### src/design/cs_freeze_pkg.sv
package cs_freeze_pkg;
   localparam int unsigned CLK_HZ = 250_000_000;
   localparam int unsigned FILT_BASE_HZ = 307_200;
   localparam int unsigned FILT_TICK_BASE_CYC = CLK_HZ / (2 * FILT_BASE_HZ);
   localparam int unsigned ADC_CLK_HZ = 1_228_800;
   localparam int unsigned ADC_TICK_CYC = CLK_HZ / ADC_CLK_HZ;
   localparam int DIV_W = 12;
   localparam logic [7:0] OFS_CONFIG = 8'h00;
   localparam logic [7:0] OFS_FILTER = 8'h04;
   localparam logic [7:0] OFS_STATUS = 8'h08;
   localparam logic [7:0] OFS_INT_STATUS = 8'h0c;
   localparam logic [7:0] OFS_INT_MASK = 8'h10;
   localparam logic [7:0] CONFIG_RST = 8'h65;
   localparam logic [2:0] DECIMATION_DIVISOR_RST = 3'h0;
   localparam int INT_W = 3;
   localparam logic [INT_W-1:0] INT_RST = 3'h0;
   localparam int INT_CS_SET = 0;
   localparam int INT_CS_CLR = 1;
   localparam int INT_FRZ_END = 2;
   localparam int STAT_CS = 0;
   localparam int STAT_FROZEN = 1;
   localparam logic [2:0] WAIT_FOREVER = 3'h7;
   localparam logic [7:0] EXTRA_BASE = 8'h10;
   localparam logic [2:0] RUN_MAX = 3'h4;

   typedef enum logic [1:0] {FRZ_IDLE, FRZ_WAIT, FRZ_EXTRA} freeze_state_t;

   typedef struct packed {
      logic sel;
      logic enable;
      logic write;
      logic [7:0] addr;
      logic [31:0] wdata;
   } apb_req_t;

   typedef struct packed {
      logic [1:0] assert_code;
      logic release_two;
      logic [2:0] wait_code;
      logic [1:0] extra_code;
   } cfg_t;

   function automatic logic [7:0] wait_len(input logic [2:0] code);
      case (code)
         3'h0: wait_len = 8'h10;
         3'h1: wait_len = 8'h14;
         3'h2: wait_len = 8'h18;
         3'h3: wait_len = 8'h1c;
         3'h4: wait_len = 8'h20;
         3'h5: wait_len = 8'h28;
         3'h6: wait_len = 8'h30;
         default: wait_len = 8'h00;
      endcase
   endfunction : wait_len

   function automatic logic [7:0] extra_len(input logic [1:0] code);
      extra_len = EXTRA_BASE << code;
   endfunction : extra_len

   function automatic logic [2:0] sat_inc(input logic [2:0] v);
      sat_inc = (v >= RUN_MAX) ? RUN_MAX : 3'(v + 3'h1);
   endfunction : sat_inc
endpackage : cs_freeze_pkg

### src/design/carrier_sense_and_level_freeze.sv
module carrier_sense_and_level_freeze (
   input wire logic I_REF_CLK,
   input wire logic I_RST_N,
   input wire logic I_PSEL,
   input wire logic I_PENABLE,
   input wire logic I_PWRITE,
   input wire logic [7:0] I_PADDR,
   input wire logic [31:0] I_PWDATA,
   input wire logic I_SAMPLE_VALID,
   input wire logic I_SAMPLE_AT_OR_ABOVE,
   input wire logic I_GAIN_CHANGE,
   input wire logic I_FREQ_SWITCH,
   input wire logic I_PLL_UNLOCK,
   input wire logic I_RX_POWER_UP,
   output logic O_PREADY,
   output logic [31:0] O_PRDATA,
   output logic O_PSLVERR,
   output logic O_LOCK,
   output logic O_LEVELS_FROZEN,
   output logic O_IRQ
);
   cs_freeze_pkg::apb_req_t req;
   cs_freeze_pkg::cfg_t cfg;
   logic [7:0] config_r;
   logic [7:0] config_nxt;
   logic [2:0] decimation_divisor_r;
   logic [2:0] decimation_divisor_nxt;
   logic [2:0] int_r;
   logic [2:0] int_nxt;
   logic [2:0] mask_r;
   logic [2:0] mask_nxt;
   logic irq_r;
   logic irq_nxt;
   logic pready_r;
   logic pready_nxt;
   logic slverr_r;
   logic slverr_nxt;
   logic [31:0] prdata_r;
   logic [31:0] prdata_nxt;
   logic access;
   logic commit;
   logic wr_int;
   logic cs;
   logic cs_d_r;
   logic [2:0] events;
   logic [cs_freeze_pkg::DIV_W-1:0] filt_period;
   logic filt_tick;
   logic adc_tick;
   logic trig;
   cs_freeze_pkg::freeze_state_t state_r;
   cs_freeze_pkg::freeze_state_t state_nxt;
   logic [7:0] cnt_r;
   logic [7:0] cnt_nxt;
   logic pend_r;
   logic pend_nxt;
   logic frozen_r;
   logic frozen_nxt;
   logic frz_end;
   logic hold_forever;

   assign req = '{sel: I_PSEL, enable: I_PENABLE, write: I_PWRITE,
                  addr: I_PADDR, wdata: I_PWDATA};
   assign cfg = cs_freeze_pkg::cfg_t'(config_r);
   assign access = req.sel && req.enable;
   assign commit = access && pready_r;
   assign trig = I_FREQ_SWITCH || I_PLL_UNLOCK || I_RX_POWER_UP;
   assign hold_forever = (cfg.wait_code == cs_freeze_pkg::WAIT_FOREVER);
   assign wr_int = commit && req.write && !slverr_r
                   && req.addr == cs_freeze_pkg::OFS_INT_STATUS;

   // Filter clock period scales with the decimation divisor.
   assign filt_period = 12'(cs_freeze_pkg::FILT_TICK_BASE_CYC
                            * (32'(decimation_divisor_r) + 1));

   rate_divider u_filt_div (
      .i_clk(I_REF_CLK),
      .i_rst_n(I_RST_N),
      .i_period(filt_period),
      .o_tick(filt_tick)
   );

   rate_divider u_adc_div (
      .i_clk(I_REF_CLK),
      .i_rst_n(I_RST_N),
      .i_period(12'(cs_freeze_pkg::ADC_TICK_CYC)),
      .o_tick(adc_tick)
   );

   cs_qualifier u_cs (
      .i_clk(I_REF_CLK),
      .i_rst_n(I_RST_N),
      .i_sample_valid(I_SAMPLE_VALID),
      .i_at_or_above(I_SAMPLE_AT_OR_ABOVE),
      .i_assert_code(cfg.assert_code),
      .i_release_two(cfg.release_two),
      .o_cs(cs)
   );

   // Bus slave: one wait state, then the answer stands for one cycle.
   always_comb begin
      pready_nxt = access && !pready_r;
      slverr_nxt = slverr_r;
      prdata_nxt = prdata_r;
      config_nxt = config_r;
      decimation_divisor_nxt = decimation_divisor_r;
      mask_nxt = mask_r;
      if (access && !pready_r) begin
         slverr_nxt = 1'b0;
         prdata_nxt = 32'h0000_0000;
         if (req.addr == cs_freeze_pkg::OFS_CONFIG) begin
            prdata_nxt[7:0] = config_r;
         end else if (req.addr == cs_freeze_pkg::OFS_FILTER) begin
            prdata_nxt[2:0] = decimation_divisor_r;
         end else if (req.addr == cs_freeze_pkg::OFS_STATUS) begin
            prdata_nxt[cs_freeze_pkg::STAT_CS] = cs;
            prdata_nxt[cs_freeze_pkg::STAT_FROZEN] = frozen_r;
         end else if (req.addr == cs_freeze_pkg::OFS_INT_STATUS) begin
            prdata_nxt[2:0] = int_r;
         end else if (req.addr == cs_freeze_pkg::OFS_INT_MASK) begin
            prdata_nxt[2:0] = mask_r;
         end else begin
            slverr_nxt = 1'b1;
         end
      end
      if (commit && req.write && !slverr_r) begin
         if (req.addr == cs_freeze_pkg::OFS_CONFIG) begin
            config_nxt = req.wdata[7:0];
         end else if (req.addr == cs_freeze_pkg::OFS_FILTER) begin
            decimation_divisor_nxt = req.wdata[2:0];
         end else if (req.addr == cs_freeze_pkg::OFS_INT_MASK) begin
            mask_nxt = req.wdata[2:0];
         end
      end
      events = 3'h0;
      events[cs_freeze_pkg::INT_CS_SET] = cs && !cs_d_r;
      events[cs_freeze_pkg::INT_CS_CLR] = !cs && cs_d_r;
      events[cs_freeze_pkg::INT_FRZ_END] = frz_end;
      int_nxt = (int_r & ~(wr_int ? req.wdata[2:0] : 3'h0)) | events;
      irq_nxt = |(int_nxt & mask_nxt);
   end

   always_ff @(posedge I_REF_CLK) begin
      if (!I_RST_N) begin
         pready_r <= 1'b0;
         slverr_r <= 1'b0;
         prdata_r <= 32'h0000_0000;
         config_r <= cs_freeze_pkg::CONFIG_RST;
         decimation_divisor_r <= cs_freeze_pkg::DECIMATION_DIVISOR_RST;
         mask_r <= cs_freeze_pkg::INT_RST;
         int_r <= cs_freeze_pkg::INT_RST;
         irq_r <= 1'b0;
         cs_d_r <= 1'b0;
      end else begin
         pready_r <= pready_nxt;
         slverr_r <= slverr_nxt;
         prdata_r <= prdata_nxt;
         config_r <= config_nxt;
         decimation_divisor_r <= decimation_divisor_nxt;
         mask_r <= mask_nxt;
         int_r <= int_nxt;
         irq_r <= irq_nxt;
         cs_d_r <= cs;
      end
   end

   // Freeze timer: gain-change hold, then the extra hold when one is pending.
   always_comb begin
      state_nxt = state_r;
      cnt_nxt = cnt_r;
      pend_nxt = pend_r || trig;
      frz_end = 1'b0;
      case (state_r)
         cs_freeze_pkg::FRZ_IDLE: begin
            if (I_GAIN_CHANGE) begin
               state_nxt = cs_freeze_pkg::FRZ_WAIT;
               cnt_nxt = cs_freeze_pkg::wait_len(cfg.wait_code);
            end else if (pend_r) begin
               state_nxt = cs_freeze_pkg::FRZ_EXTRA;
               cnt_nxt = cs_freeze_pkg::extra_len(cfg.extra_code);
               pend_nxt = trig;
            end
         end
         cs_freeze_pkg::FRZ_WAIT: begin
            if (I_GAIN_CHANGE) begin
               cnt_nxt = cs_freeze_pkg::wait_len(cfg.wait_code);
            end else if (filt_tick && !hold_forever) begin
               if (cnt_r <= 8'h01) begin
                  state_nxt = cs_freeze_pkg::FRZ_IDLE;
                  cnt_nxt = 8'h00;
                  frz_end = !pend_r;
                  // A pending extra hold follows at once, so the levels never thaw between.
                  if (pend_r) begin
                     state_nxt = cs_freeze_pkg::FRZ_EXTRA;
                     cnt_nxt = cs_freeze_pkg::extra_len(cfg.extra_code);
                     pend_nxt = trig;
                  end
               end else begin
                  cnt_nxt = cnt_r - 8'h01;
               end
            end
         end
         cs_freeze_pkg::FRZ_EXTRA: begin
            if (I_GAIN_CHANGE) begin
               state_nxt = cs_freeze_pkg::FRZ_WAIT;
               cnt_nxt = cs_freeze_pkg::wait_len(cfg.wait_code);
            end else if (adc_tick) begin
               if (cnt_r <= 8'h01) begin
                  state_nxt = cs_freeze_pkg::FRZ_IDLE;
                  cnt_nxt = 8'h00;
                  frz_end = !pend_r;
               end else begin
                  cnt_nxt = cnt_r - 8'h01;
               end
            end
         end
         default: begin
            state_nxt = cs_freeze_pkg::FRZ_IDLE;
         end
      endcase
      frozen_nxt = (state_nxt != cs_freeze_pkg::FRZ_IDLE) || hold_forever;
   end

   always_ff @(posedge I_REF_CLK) begin
      if (!I_RST_N) begin
         state_r <= cs_freeze_pkg::FRZ_IDLE;
         cnt_r <= 8'h00;
         pend_r <= 1'b0;
         frozen_r <= 1'b0;
      end else begin
         state_r <= state_nxt;
         cnt_r <= cnt_nxt;
         pend_r <= pend_nxt;
         frozen_r <= frozen_nxt;
      end
   end

   assign O_PREADY = pready_r;
   assign O_PRDATA = prdata_r;
   assign O_PSLVERR = slverr_r;
   assign O_LOCK = cs;
   assign O_LEVELS_FROZEN = frozen_r;
   assign O_IRQ = irq_r;

   // Helper counters that only the checks below read.
   logic [7:0] h_wait_r;
   logic [7:0] h_extra_r;
   logic [cs_freeze_pkg::DIV_W-1:0] h_gap_r;
   logic h_gap_ok_r;

   always_ff @(posedge I_REF_CLK) begin
      if (!I_RST_N) begin
         h_wait_r <= 8'h00;
         h_extra_r <= 8'h00;
         h_gap_r <= 12'h000;
         h_gap_ok_r <= 1'b0;
      end else begin
         if (state_r != cs_freeze_pkg::FRZ_WAIT || I_GAIN_CHANGE) begin
            h_wait_r <= 8'h00;
         end else if (filt_tick && !hold_forever) begin
            h_wait_r <= h_wait_r + 8'h01;
         end
         if (state_r != cs_freeze_pkg::FRZ_EXTRA) begin
            h_extra_r <= 8'h00;
         end else if (adc_tick) begin
            h_extra_r <= h_extra_r + 8'h01;
         end
         h_gap_r <= filt_tick ? 12'h000 : h_gap_r + 12'h001;
         if (commit && req.write && req.addr == cs_freeze_pkg::OFS_FILTER) begin
            h_gap_ok_r <= 1'b0;
         end else if (filt_tick) begin
            h_gap_ok_r <= 1'b1;
         end
      end
   end

   a_gain_hold_start: assert property (@(posedge I_REF_CLK) disable iff (!I_RST_N)
      I_GAIN_CHANGE |=> state_r == cs_freeze_pkg::FRZ_WAIT && O_LEVELS_FROZEN)
      else $error("Gain change did not start the freeze.");

   a_gain_hold_len: assert property (@(posedge I_REF_CLK) disable iff (!I_RST_N)
      $past(state_r) == cs_freeze_pkg::FRZ_WAIT && state_r != cs_freeze_pkg::FRZ_WAIT
      |-> h_wait_r == cs_freeze_pkg::wait_len($past(cfg.wait_code)))
      else $error("Gain-change freeze had the wrong number of filter clocks.");

   a_hold_forever: assert property (@(posedge I_REF_CLK) disable iff (!I_RST_N)
      hold_forever |=> O_LEVELS_FROZEN
      && (state_r == cs_freeze_pkg::FRZ_WAIT || $past(state_r) != cs_freeze_pkg::FRZ_WAIT))
      else $error("Levels not frozen with the unconditional hold code.");

   a_extra_pending: assert property (@(posedge I_REF_CLK) disable iff (!I_RST_N)
      trig |=> pend_r)
      else $error("Extra freeze was not scheduled after a trigger event.");

   a_extra_after_wait: assert property (@(posedge I_REF_CLK) disable iff (!I_RST_N)
      state_r == cs_freeze_pkg::FRZ_IDLE && pend_r && !I_GAIN_CHANGE
      |=> state_r == cs_freeze_pkg::FRZ_EXTRA && O_LEVELS_FROZEN)
      else $error("Pending extra freeze did not start.");

   a_extra_len: assert property (@(posedge I_REF_CLK) disable iff (!I_RST_N)
      $past(state_r) == cs_freeze_pkg::FRZ_EXTRA && state_r == cs_freeze_pkg::FRZ_IDLE
      |-> h_extra_r == cs_freeze_pkg::extra_len($past(cfg.extra_code)))
      else $error("Extra freeze had the wrong number of converter clocks.");

   a_filter_rate: assert property (@(posedge I_REF_CLK) disable iff (!I_RST_N)
      filt_tick && h_gap_ok_r |-> h_gap_r == filt_period - 12'h001)
      else $error("Filter clock spacing does not match the divisor.");

   a_irq_level: assert property (@(posedge I_REF_CLK) disable iff (!I_RST_N)
      ##1 O_IRQ == |(int_r & mask_r))
      else $error("Interrupt output disagrees with status and mask.");

   c_wait_done: cover property (@(posedge I_REF_CLK) disable iff (!I_RST_N)
      state_r == cs_freeze_pkg::FRZ_WAIT ##1 state_r == cs_freeze_pkg::FRZ_EXTRA);
   c_extra_done: cover property (@(posedge I_REF_CLK) disable iff (!I_RST_N) frz_end);
   c_irq: cover property (@(posedge I_REF_CLK) disable iff (!I_RST_N) $rose(O_IRQ));
endmodule : carrier_sense_and_level_freeze

### src/design/rate_divider.sv
module rate_divider (
   input wire logic i_clk,
   input wire logic i_rst_n,
   input wire logic [cs_freeze_pkg::DIV_W-1:0] i_period,
   output logic o_tick
);
   logic [cs_freeze_pkg::DIV_W-1:0] cnt_r;
   logic [cs_freeze_pkg::DIV_W-1:0] cnt_nxt;
   logic tick_r;
   logic tick_nxt;

   // Emits one pulse every i_period cycles.
   always_comb begin
      cnt_nxt = cnt_r + 12'h001;
      tick_nxt = 1'b0;
      if (cnt_r >= i_period - 12'h001) begin
         cnt_nxt = 12'h000;
         tick_nxt = 1'b1;
      end
   end

   always_ff @(posedge i_clk) begin
      if (!i_rst_n) begin
         cnt_r <= 12'h000;
         tick_r <= 1'b0;
      end else begin
         cnt_r <= cnt_nxt;
         tick_r <= tick_nxt;
      end
   end

   assign o_tick = tick_r;
endmodule : rate_divider

### src/design/cs_qualifier.sv
module cs_qualifier (
   input wire logic i_clk,
   input wire logic i_rst_n,
   input wire logic i_sample_valid,
   input wire logic i_at_or_above,
   input wire logic [1:0] i_assert_code,
   input wire logic i_release_two,
   output logic o_cs
);
   logic [2:0] above_cnt_r;
   logic [2:0] above_cnt_nxt;
   logic [2:0] below_cnt_r;
   logic [2:0] below_cnt_nxt;
   logic cs_r;
   logic cs_nxt;
   logic [2:0] need_above;
   logic [2:0] need_below;

   always_comb begin
      need_above = {1'b0, i_assert_code} + 3'h1;
      need_below = i_release_two ? 3'h2 : 3'h1;
      above_cnt_nxt = above_cnt_r;
      below_cnt_nxt = below_cnt_r;
      cs_nxt = cs_r;
      if (i_sample_valid && i_at_or_above) begin
         above_cnt_nxt = cs_freeze_pkg::sat_inc(above_cnt_r);
         below_cnt_nxt = 3'h0;
         if (above_cnt_nxt >= need_above) begin
            cs_nxt = 1'b1;
         end
      end else if (i_sample_valid) begin
         above_cnt_nxt = 3'h0;
         below_cnt_nxt = cs_freeze_pkg::sat_inc(below_cnt_r);
         if (below_cnt_nxt >= need_below) begin
            cs_nxt = 1'b0;
         end
      end
   end

   always_ff @(posedge i_clk) begin
      if (!i_rst_n) begin
         above_cnt_r <= 3'h0;
         below_cnt_r <= 3'h0;
         cs_r <= 1'b0;
      end else begin
         above_cnt_r <= above_cnt_nxt;
         below_cnt_r <= below_cnt_nxt;
         cs_r <= cs_nxt;
      end
   end

   assign o_cs = cs_r;

   a_cs_set_run: assert property (@(posedge i_clk) disable iff (!i_rst_n)
      $rose(cs_r) |-> $past(i_sample_valid && i_at_or_above) && above_cnt_r >= $past(need_above))
      else $error("Carrier sense set before enough samples.");

   a_run_restart: assert property (@(posedge i_clk) disable iff (!i_rst_n)
      i_sample_valid |=> ($past(i_at_or_above) ? below_cnt_r : above_cnt_r) == 3'h0)
      else $error("Sample counters did not restart on a crossing.");

   a_cs_release: assert property (@(posedge i_clk) disable iff (!i_rst_n)
      cs_r && i_sample_valid && !i_at_or_above && i_release_two && below_cnt_r == 3'h0
      |=> cs_r)
      else $error("Carrier sense cleared after one sample with two required.");

   a_cs_clear_run: assert property (@(posedge i_clk) disable iff (!i_rst_n)
      $fell(cs_r) |-> below_cnt_r >= $past(need_below))
      else $error("Carrier sense cleared before enough samples.");

   c_cs_set: cover property (@(posedge i_clk) disable iff (!i_rst_n) $rose(cs_r));
   c_cs_clear: cover property (@(posedge i_clk) disable iff (!i_rst_n) $fell(cs_r));
endmodule : cs_qualifier

### config.mk
export PLATFORM = sky130hd
export DESIGN_NAME = carrier_sense_and_level_freeze
export DESIGN_NICKNAME = d
export VERILOG_FILES = /design/src/design/cs_freeze_pkg.sv /design/src/design/carrier_sense_and_level_freeze.sv /design/src/design/rate_divider.sv /design/src/design/cs_qualifier.sv
export SDC_FILE = /design/constraint.sdc
export NUM_CORES = 1
export LEC_CHECK = 0
export BUFFER_PORTS_ARGS = -buffer_cell sky130_fd_sc_hd__buf_2
export CORE_ASPECT_RATIO = 1.5
export CORE_MARGIN = 1
export CORE_UTILIZATION = 53
export CTS_CLUSTER_DIAMETER = 40
export DETAILED_ROUTE_END_ITERATION = 16
export PLACE_DENSITY_LB_ADDON = 0.05
export SLEW_MARGIN = 10
export SYNTH_ARGS = -nofsm -noshare
export SYNTH_HDL_FRONTEND = slang
export SYNTH_SLANG_ARGS = --single-unit
### constraint.sdc
create_clock -name I_REF_CLK -period 6.07 [get_ports I_REF_CLK]
set_clock_uncertainty 0.05 [all_clocks]
set_input_delay 0.9105 -clock I_REF_CLK [delete_from_list [all_inputs] [get_ports I_REF_CLK]]
set_output_delay 0.9105 -clock I_REF_CLK [all_outputs]
set_load 0.01 [all_outputs]
==> impl_summary.log, run 1 <==
[metrics] number of setup buffers added after CTS: 0
[metrics] slew at the pin closest to its max-slew limit: between 0.7 and 0.8 ns
[metrics] post-CTS clock slew at the launch and capture registers of the worst setup and hold paths: ~0.06 ns
[metrics] register area share after synthesis: 0.323
[metrics] dominant cells by area after synthesis: dfxtp_1, ha_1, nor2_1, buf_4, mux2i_1
[metrics] setup repair after global routing missed its margin: no
[metrics] CTS buffer count: 9
[metrics] maximum resistive drop on vdd: roughly 180 uV
[metrics] number of enable-type register cells in the synthesized netlist: 0
[metrics] flops & latches, synth: between 70 and 80
[metrics] GP Congestion: about 0.83
[metrics] maximum fanout along the worst path: 8
[metrics] netlist area before placement: 4580 um^2
[metrics] data arrival time of the worst path: 5.41 ns
[metrics] ANT nets after route: 0
[metrics] number of placement rows: 41
[metrics] yosys warns: 0
[metrics] largest net degree at the start of global routing: 32
[metrics] total die area: between 9000 and 10000 um^2
[metrics] number of nets in the layout: around 700
[metrics] Via-to-Cell Ratio: between 5 and 6
[metrics] Die Ht: roughly 120 um
[metrics] max-capacitance violation count: 0
[metrics] I/O pin count: slightly below 90
[metrics] worst reg2reg endpoint: u_filt_div.cnt_r[11]
[metrics] classification of the worst setup path: flop to flop
[metrics] average cell area after synthesis: 8.30 um^2
[metrics] largest area contributor in the synthesized netlist: dfxtp_1
[metrics] insertion delay of the later-clocked pin in the worst-skew pair: roughly 0.34 ns
[metrics] post-route insts no fill: slightly above 700
[metrics] largest stage delay on the critical path: about 0.5 ns
[metrics] clock sink count: 74
[metrics] share of cells above drive strength 1: 0.105
[metrics] Crit path buffers/inverters: 3
[metrics] class of the most critical hold timing path: flop to flop
[metrics] power per standard cell area: about 240 nW/um^2
[metrics] most common cell in the netlist: dfxtp_1
[metrics] data required time at the worst endpoint: 6.30 ns
[metrics] crit-path cells: inv_1 -> ha_1 -> inv_1 -> ha_1 -> fa_1 -> ha_1 -> or3b_2 -> a311oi_1 -> o21ai_0 -> nor2_1 -> xor2_1 -> ha_1 -> a21o_1 -> a21o_1 -> a21oi_1 -> o211a_1 -> a41oi_1 -> buf_4 -> nor2_1
[metrics] slowest stage cell on the critical path: or3b_2
[metrics] CTS tree: yes
[metrics] final-report setup violation count: 0
[metrics] Resize count post-CTS: 0
[metrics] cell types with the highest counts after synthesis: dfxtp_1, nor2_1, ha_1
[metrics] Total GRT Usage: 0.226
[metrics] most common cell type on the critical path: ha_1
[metrics] Startpoint Class: flop
[metrics] DIE WIDTH: roughly 78 um
[metrics] gr ovfl total: 0
[metrics] final core area utilization: 0.605
[metrics] status: completed
[metrics] post-route DRC violation count: 0
[metrics] headroom to the max-slew limit: 0.524
[metrics] Max H-tree Level: 3
[metrics] worst r2r path cells: 19
[metrics] initial core utilization: 0.544
[metrics] antenna diode count: 0
[metrics] count of vias placed by the detailed router: 3853
[metrics] initial DRC count: roughly 160
[metrics] core area: between 8000 and 9000 um^2
[metrics] setup slack of the most critical reg-to-reg path: between 0.8 and 0.9 ns
[metrics] first-pass GRT wire length: 15900 um
[metrics] root buf cell: clkbuf_16
[metrics] average wire per cell in the routed design: around 14 um
[metrics] static leakage: 0.00239 uW
[metrics] proportion of netlist area held by the largest area contributor: 0.323
[metrics] Peak Freq: ~190 MHz
[metrics] Max Transition Viols Final: 0
[metrics] initial antenna violation count: 0
[metrics] Detailed Routing Iterations Pass 1: 4
[metrics] critical hold path startpoint: O_PRDATA[0]
[metrics] endpoint of the worst hold-timing path: O_PRDATA[0]
[metrics] detailed placement HPWL: between 7000 and 8000 um
[metrics] final worst-path cycle share: 0.853
[metrics] ys flop type: dfxtp_1
[metrics] fraction of synthesis flops using an asynchronous set or reset pin: 0
[metrics] vias in the first global route: roughly 3700
[metrics] Post-CTS Hold Fix Bufs: 0
[metrics] number of cells traversed by the worst hold path: 2
[metrics] clk buf depth: 2
[metrics] Hold Vio Cnt, Final: 0
[metrics] Final Critical Period: 5.18 ns
[metrics] startpoint of the lowest-slack register-to-register path: decimation_divisor_r[0]
[metrics] setup_tns: 0 ns
[metrics] Synth cell types: 59
[metrics] number of cells produced by synthesis: between 500 and 600
[metrics] cell count after placement: about 690
[metrics] number of buffers inserted by port buffering: 39
[metrics] cell family with the largest share of critical-path delay: adder cells
[metrics] final wirelength: approximately 9700 um
[metrics] endpoint type of the worst setup path: flop
[metrics] synth-to-layout area growth: 11.1%
[worst max path at each step]
stage / slack, ns / cells past startpoint / end / from
2_1_floorplan: 1.15 / 19 / u_filt_div.cnt_r[10] / decimation_divisor_r[0]
3_5_place_dp: 0.90 / 19 / u_filt_div.cnt_r[6] / decimation_divisor_r[0]
5_1_grt: 0.48 / 19 / u_filt_div.cnt_r[0] / decimation_divisor_r[0]
4_1_cts: 0.87 / 19 / u_filt_div.cnt_r[0] / decimation_divisor_r[0]
3_3_place_gp: 1.03 / 19 / u_filt_div.cnt_r[7] / decimation_divisor_r[0]
6_report: 0.89 / 19 / u_filt_div.cnt_r[11] / decimation_divisor_r[0]
[cell usage in the layout (no fill, tap or decap), types with 8 or more instances in the layout]
cell        n
buf_2      39
inv_1      36
dfxtp_1    74
clkbuf_16   9
nand2_1    42
mux2i_1    16
nand2b_1    8
xnor2_1    18
o21ai_0    21
ha_1       46
nor2_1     72
nand3_1    17
conb_1     29
nor3_1     10
a21oi_1    27
xor2_1     16
[per-stage QoR]
| stage | hold WS [ns] | total power (uW) | worst slack, ns | cell area (um^2) |
|---|---|---|---|---|
| floorplan | 0.387 | 687 | 1.15 | 4690 |
| global placement | 0.391 | 718 | 1.03 | 4810 |
| detailed placement | 0.394 | 723 | 0.895 | 4810 |
| CTS | 0.402 | 1230 | 0.873 | 5090 |
| global route | 0.419 | 1280 | 0.478 | 5090 |
| finish | 0.399 | 1220 | 0.889 | 5090 |
[tightest hold or removal path, delay by kind of cell, from the launching register on]
family	cells	cell delay (ns)
flops	1	0.30
simple gates	1	0.05
compound gates	1	0.05
[flip-flops by register name, indices dropped and copies added (netlist names), 2 cells and up]
| signal | flops |
|---|---|
| u_adc_div.cnt_r | 12 |
| u_filt_div.cnt_r | 12 |
| O_PRDATA | 8 |
| cfg | 8 |
| cnt_r | 8 |
| decimation_divisor_r | 3 |
| int_r | 3 |
| mask_r | 3 |
| u_cs.above_cnt_r | 3 |
| u_cs.below_cnt_r | 3 |
| state_r | 2 |
[routing by layer]
layer  track usage  up-vias  part of all wire
met5             0        -                 0
met4         0.116        0             0.024
met3        0.0480       16             0.029
met2         0.435       53              0.55
met1         0.225     1815              0.39
li1              -     1969                 -
[where the power goes]
part	total [uW]	switching, uW	internal, uW	leakage, uW
combinational	177	102	74.4	0.00165
sequential	537	26.8	510	0.000602
clock	508	191	317	0.000138
[cells by family after synthesis]
group / count (synthesis) / share of synthesized area
adders and majority gates: 47 / 0.130
AOI/OAI and AO/OA: 115 / 0.168
DFF: 74 / 0.323
muxes: 16 / 0.0350
other: 1 / 0.000819
buffers and inverters: 74 / 0.0809
and+or+nand+nor: 191 / 0.197
xor gates and xnor gates: 34 / 0.0650
[cell type report]
class / instances / area, um^2
sequential: 74 / 1480
fill: 797 / 3320
clock inverter: 3 / 40.0
multi-input combinational: 432 / 2830
inverter: 36 / 135
timing repair buffer: 43 / 225
tap: 107 / 134
clock buffer: 13 / 240
Note: power is estimated with default switching activity, not from simulation.
==> run 2: changes to the inputs <==
--- a/config.mk
+++ b/config.mk
@@ -12,6 +12,7 @@
 export CTS_CLUSTER_DIAMETER = 40
 export DETAILED_ROUTE_END_ITERATION = 16
 export PLACE_DENSITY_LB_ADDON = 0.05
+export REMOVE_ABC_BUFFERS = 1
 export SLEW_MARGIN = 10
 export SYNTH_ARGS = -nofsm -noshare
 export SYNTH_HDL_FRONTEND = slang
==> impl_summary.log, run 2 (synthesized netlist as in run 1, its figures left out) <==
[metrics] post-route DRC violation count: 0
[metrics] Max H-tree Level: 3
[metrics] Via-to-Cell Ratio: between 5 and 6
[metrics] Total GRT Usage: 0.225
[metrics] Hold Vio Cnt, Final: 0
[metrics] CTS buffer count: 9
[metrics] clock sink count: 74
[metrics] Detailed Routing Iterations Pass 1: 4
[metrics] core area: roughly 8400 um^2
[metrics] total die area: between 9000 and 10000 um^2
[metrics] data required time at the worst endpoint: between 6 and 7 ns
[metrics] number of cells traversed by the worst hold path: 2
[metrics] final wirelength: 9500 um
[metrics] insertion delay of the later-clocked pin in the worst-skew pair: 0.33 ns
[metrics] Resize count post-CTS: 0
[metrics] Die Ht: between 100 and 150 um
[metrics] number of nets in the layout: roughly 690
[metrics] Max Transition Viols Final: 0
[metrics] root buf cell: clkbuf_16
[metrics] class of the most critical hold timing path: flop to flop
[metrics] setup repair after global routing missed its margin: no
[metrics] number of setup buffers added after CTS: 0
[metrics] antenna diode count: 0
[metrics] post-route insts no fill: 707
[metrics] I/O pin count: 88
[metrics] max-capacitance violation count: 0
[metrics] DIE WIDTH: between 70 and 80 um
[metrics] final cell area excluding filler cells: roughly 5100 um^2
[metrics] power per standard cell area: 241 nW/um^2
[metrics] data arrival time of the worst path: between 5 and 6 ns
[metrics] classification of the worst setup path: flop to flop
[metrics] CTS tree: yes
[metrics] Startpoint Class: flop
[metrics] registers with the highest flip-flop counts: u_adc_div.cnt_r x12, u_filt_div.cnt_r x12
[metrics] headroom to the max-slew limit: 0.513
[metrics] largest net degree at the start of global routing: 31
[metrics] ANT nets after route: 0
[metrics] final-report setup violation count: 0
[metrics] Post-CTS Hold Fix Bufs: 0
[metrics] cell count after placement: 691
[metrics] initial antenna violation count: 0
[metrics] GP Congestion: around 0.84
[metrics] worst r2r path cells: 19
[metrics] status: completed
[metrics] post-CTS clock slew at the launch and capture registers of the worst setup and hold paths: 0.05 ns
[metrics] synth-to-layout area growth: 11.4%
[metrics] count of vias placed by the detailed router: around 3800
[metrics] Final Critical Period: about 5.2 ns
[metrics] final worst-path cycle share: 0.862
[metrics] average wire per cell in the routed design: between 10 and 15 um
[metrics] first-pass GRT wire length: approximately 16000 um
[metrics] detailed placement HPWL: between 7000 and 8000 um
[metrics] Post-Route Hold Slack: a little over 0.4 ns
[metrics] vias in the first global route: between 3000 and 4000
[metrics] commonest non-fill, non-tap cell in the layout: dfxtp_1
[metrics] static leakage: 0.00240 uW
[metrics] clk buf depth: 2
[metrics] setup_tns: 0 ns
[metrics] final core area utilization: 0.607
[metrics] Peak Freq: roughly 190 MHz
[metrics] maximum resistive drop on vdd: between 150 and 200 uV
[metrics] gr ovfl total: 0
[metrics] endpoint type of the worst setup path: flop
[metrics] slew at the pin closest to its max-slew limit: between 0.7 and 0.8 ns
[metrics] initial DRC count: 111
[metrics] share of cells above drive strength 1: 0.108
[metrics] number of buffers inserted by port buffering: 39
[metrics] number of placement rows: 41
[metrics] placed standard-cell area: around 4800 um^2
[metrics] maximum fanout along the worst path: 12
[metrics] commonest non-fill, non-tap cells in the layout: dfxtp_1, nor2_1, ha_1, nand2_1, buf_2
[metrics] initial core utilization: 0.544
-- run 2: cell types whose count changed in the layout (fill, tap and decap cells not counted), sizes merged --
| cell | delta |
|---|---|
| clkbuf | +2 |
| bufinv | -1 |
| buf | -1 |
| clkinv | -1 |
-- run 2: power by group --
part	leakage, uW	switching, uW	internal, uW	total (uW)
Combinational	0.00164	101	74.2	175
Clock	0.000152	184	332	516
Sequential	0.000602	26.4	510	537
-- run 2: routing by layer --
layer  vias up  part of all wire  GRT usage
met1      1775              0.41      0.224
met3         8             0.015     0.0402
li1       1970                 -          -
met2        27              0.56      0.451
met4         0             0.013     0.0938
met5         -                 0          0
-- run 2: critical path: stages, from the launching register on --
cell      delay, ns
dfxtp_1        0.48
inv_1          0.18
ha_1           0.37
inv_1          0.11
ha_1           0.22
fa_1           0.50
ha_1           0.35
or3b_2         0.51
a311oi_1       0.34
o21ai_0        0.20
nor2_1         0.17
xor2_1         0.20
ha_1           0.27
a21o_1         0.18
a21o_1         0.18
a21oi_1        0.28
o211a_1        0.21
a41oi_1        0.05
buf_4          0.21
nor2_1         0.11
-- run 2: layout make-up --
class | count | area, um^2
well taps | 107 | 134
clock buffers | 15 | 298
multi-input cells | 432 | 2830
clock inverters | 1 | 5.00
inverters | 36 | 135
flip-flops and latches | 74 | 1480
repair buffers | 42 | 218
fillers | 803 | 3310
-- run 2: stage by stage --
stage / setup WS [ns] / total power (uW)
floorplan: 1.06 / 668
global placement: 1.01 / 716
detailed placement: 0.839 / 721
CTS: 0.822 / 1240
global route: 0.374 / 1300
finish: 0.839 / 1230
-- run 2: final timing paths --
path,from,end,slack (ns)
hold reg to reg,O_PRDATA[0],O_PRDATA[0],0.41
hold / removal,O_PRDATA[0],O_PRDATA[0],0.41
setup / recovery,decimation_divisor_r[0],u_filt_div.cnt_r[8],0.84
setup reg to reg,decimation_divisor_r[0],u_filt_div.cnt_r[8],0.84
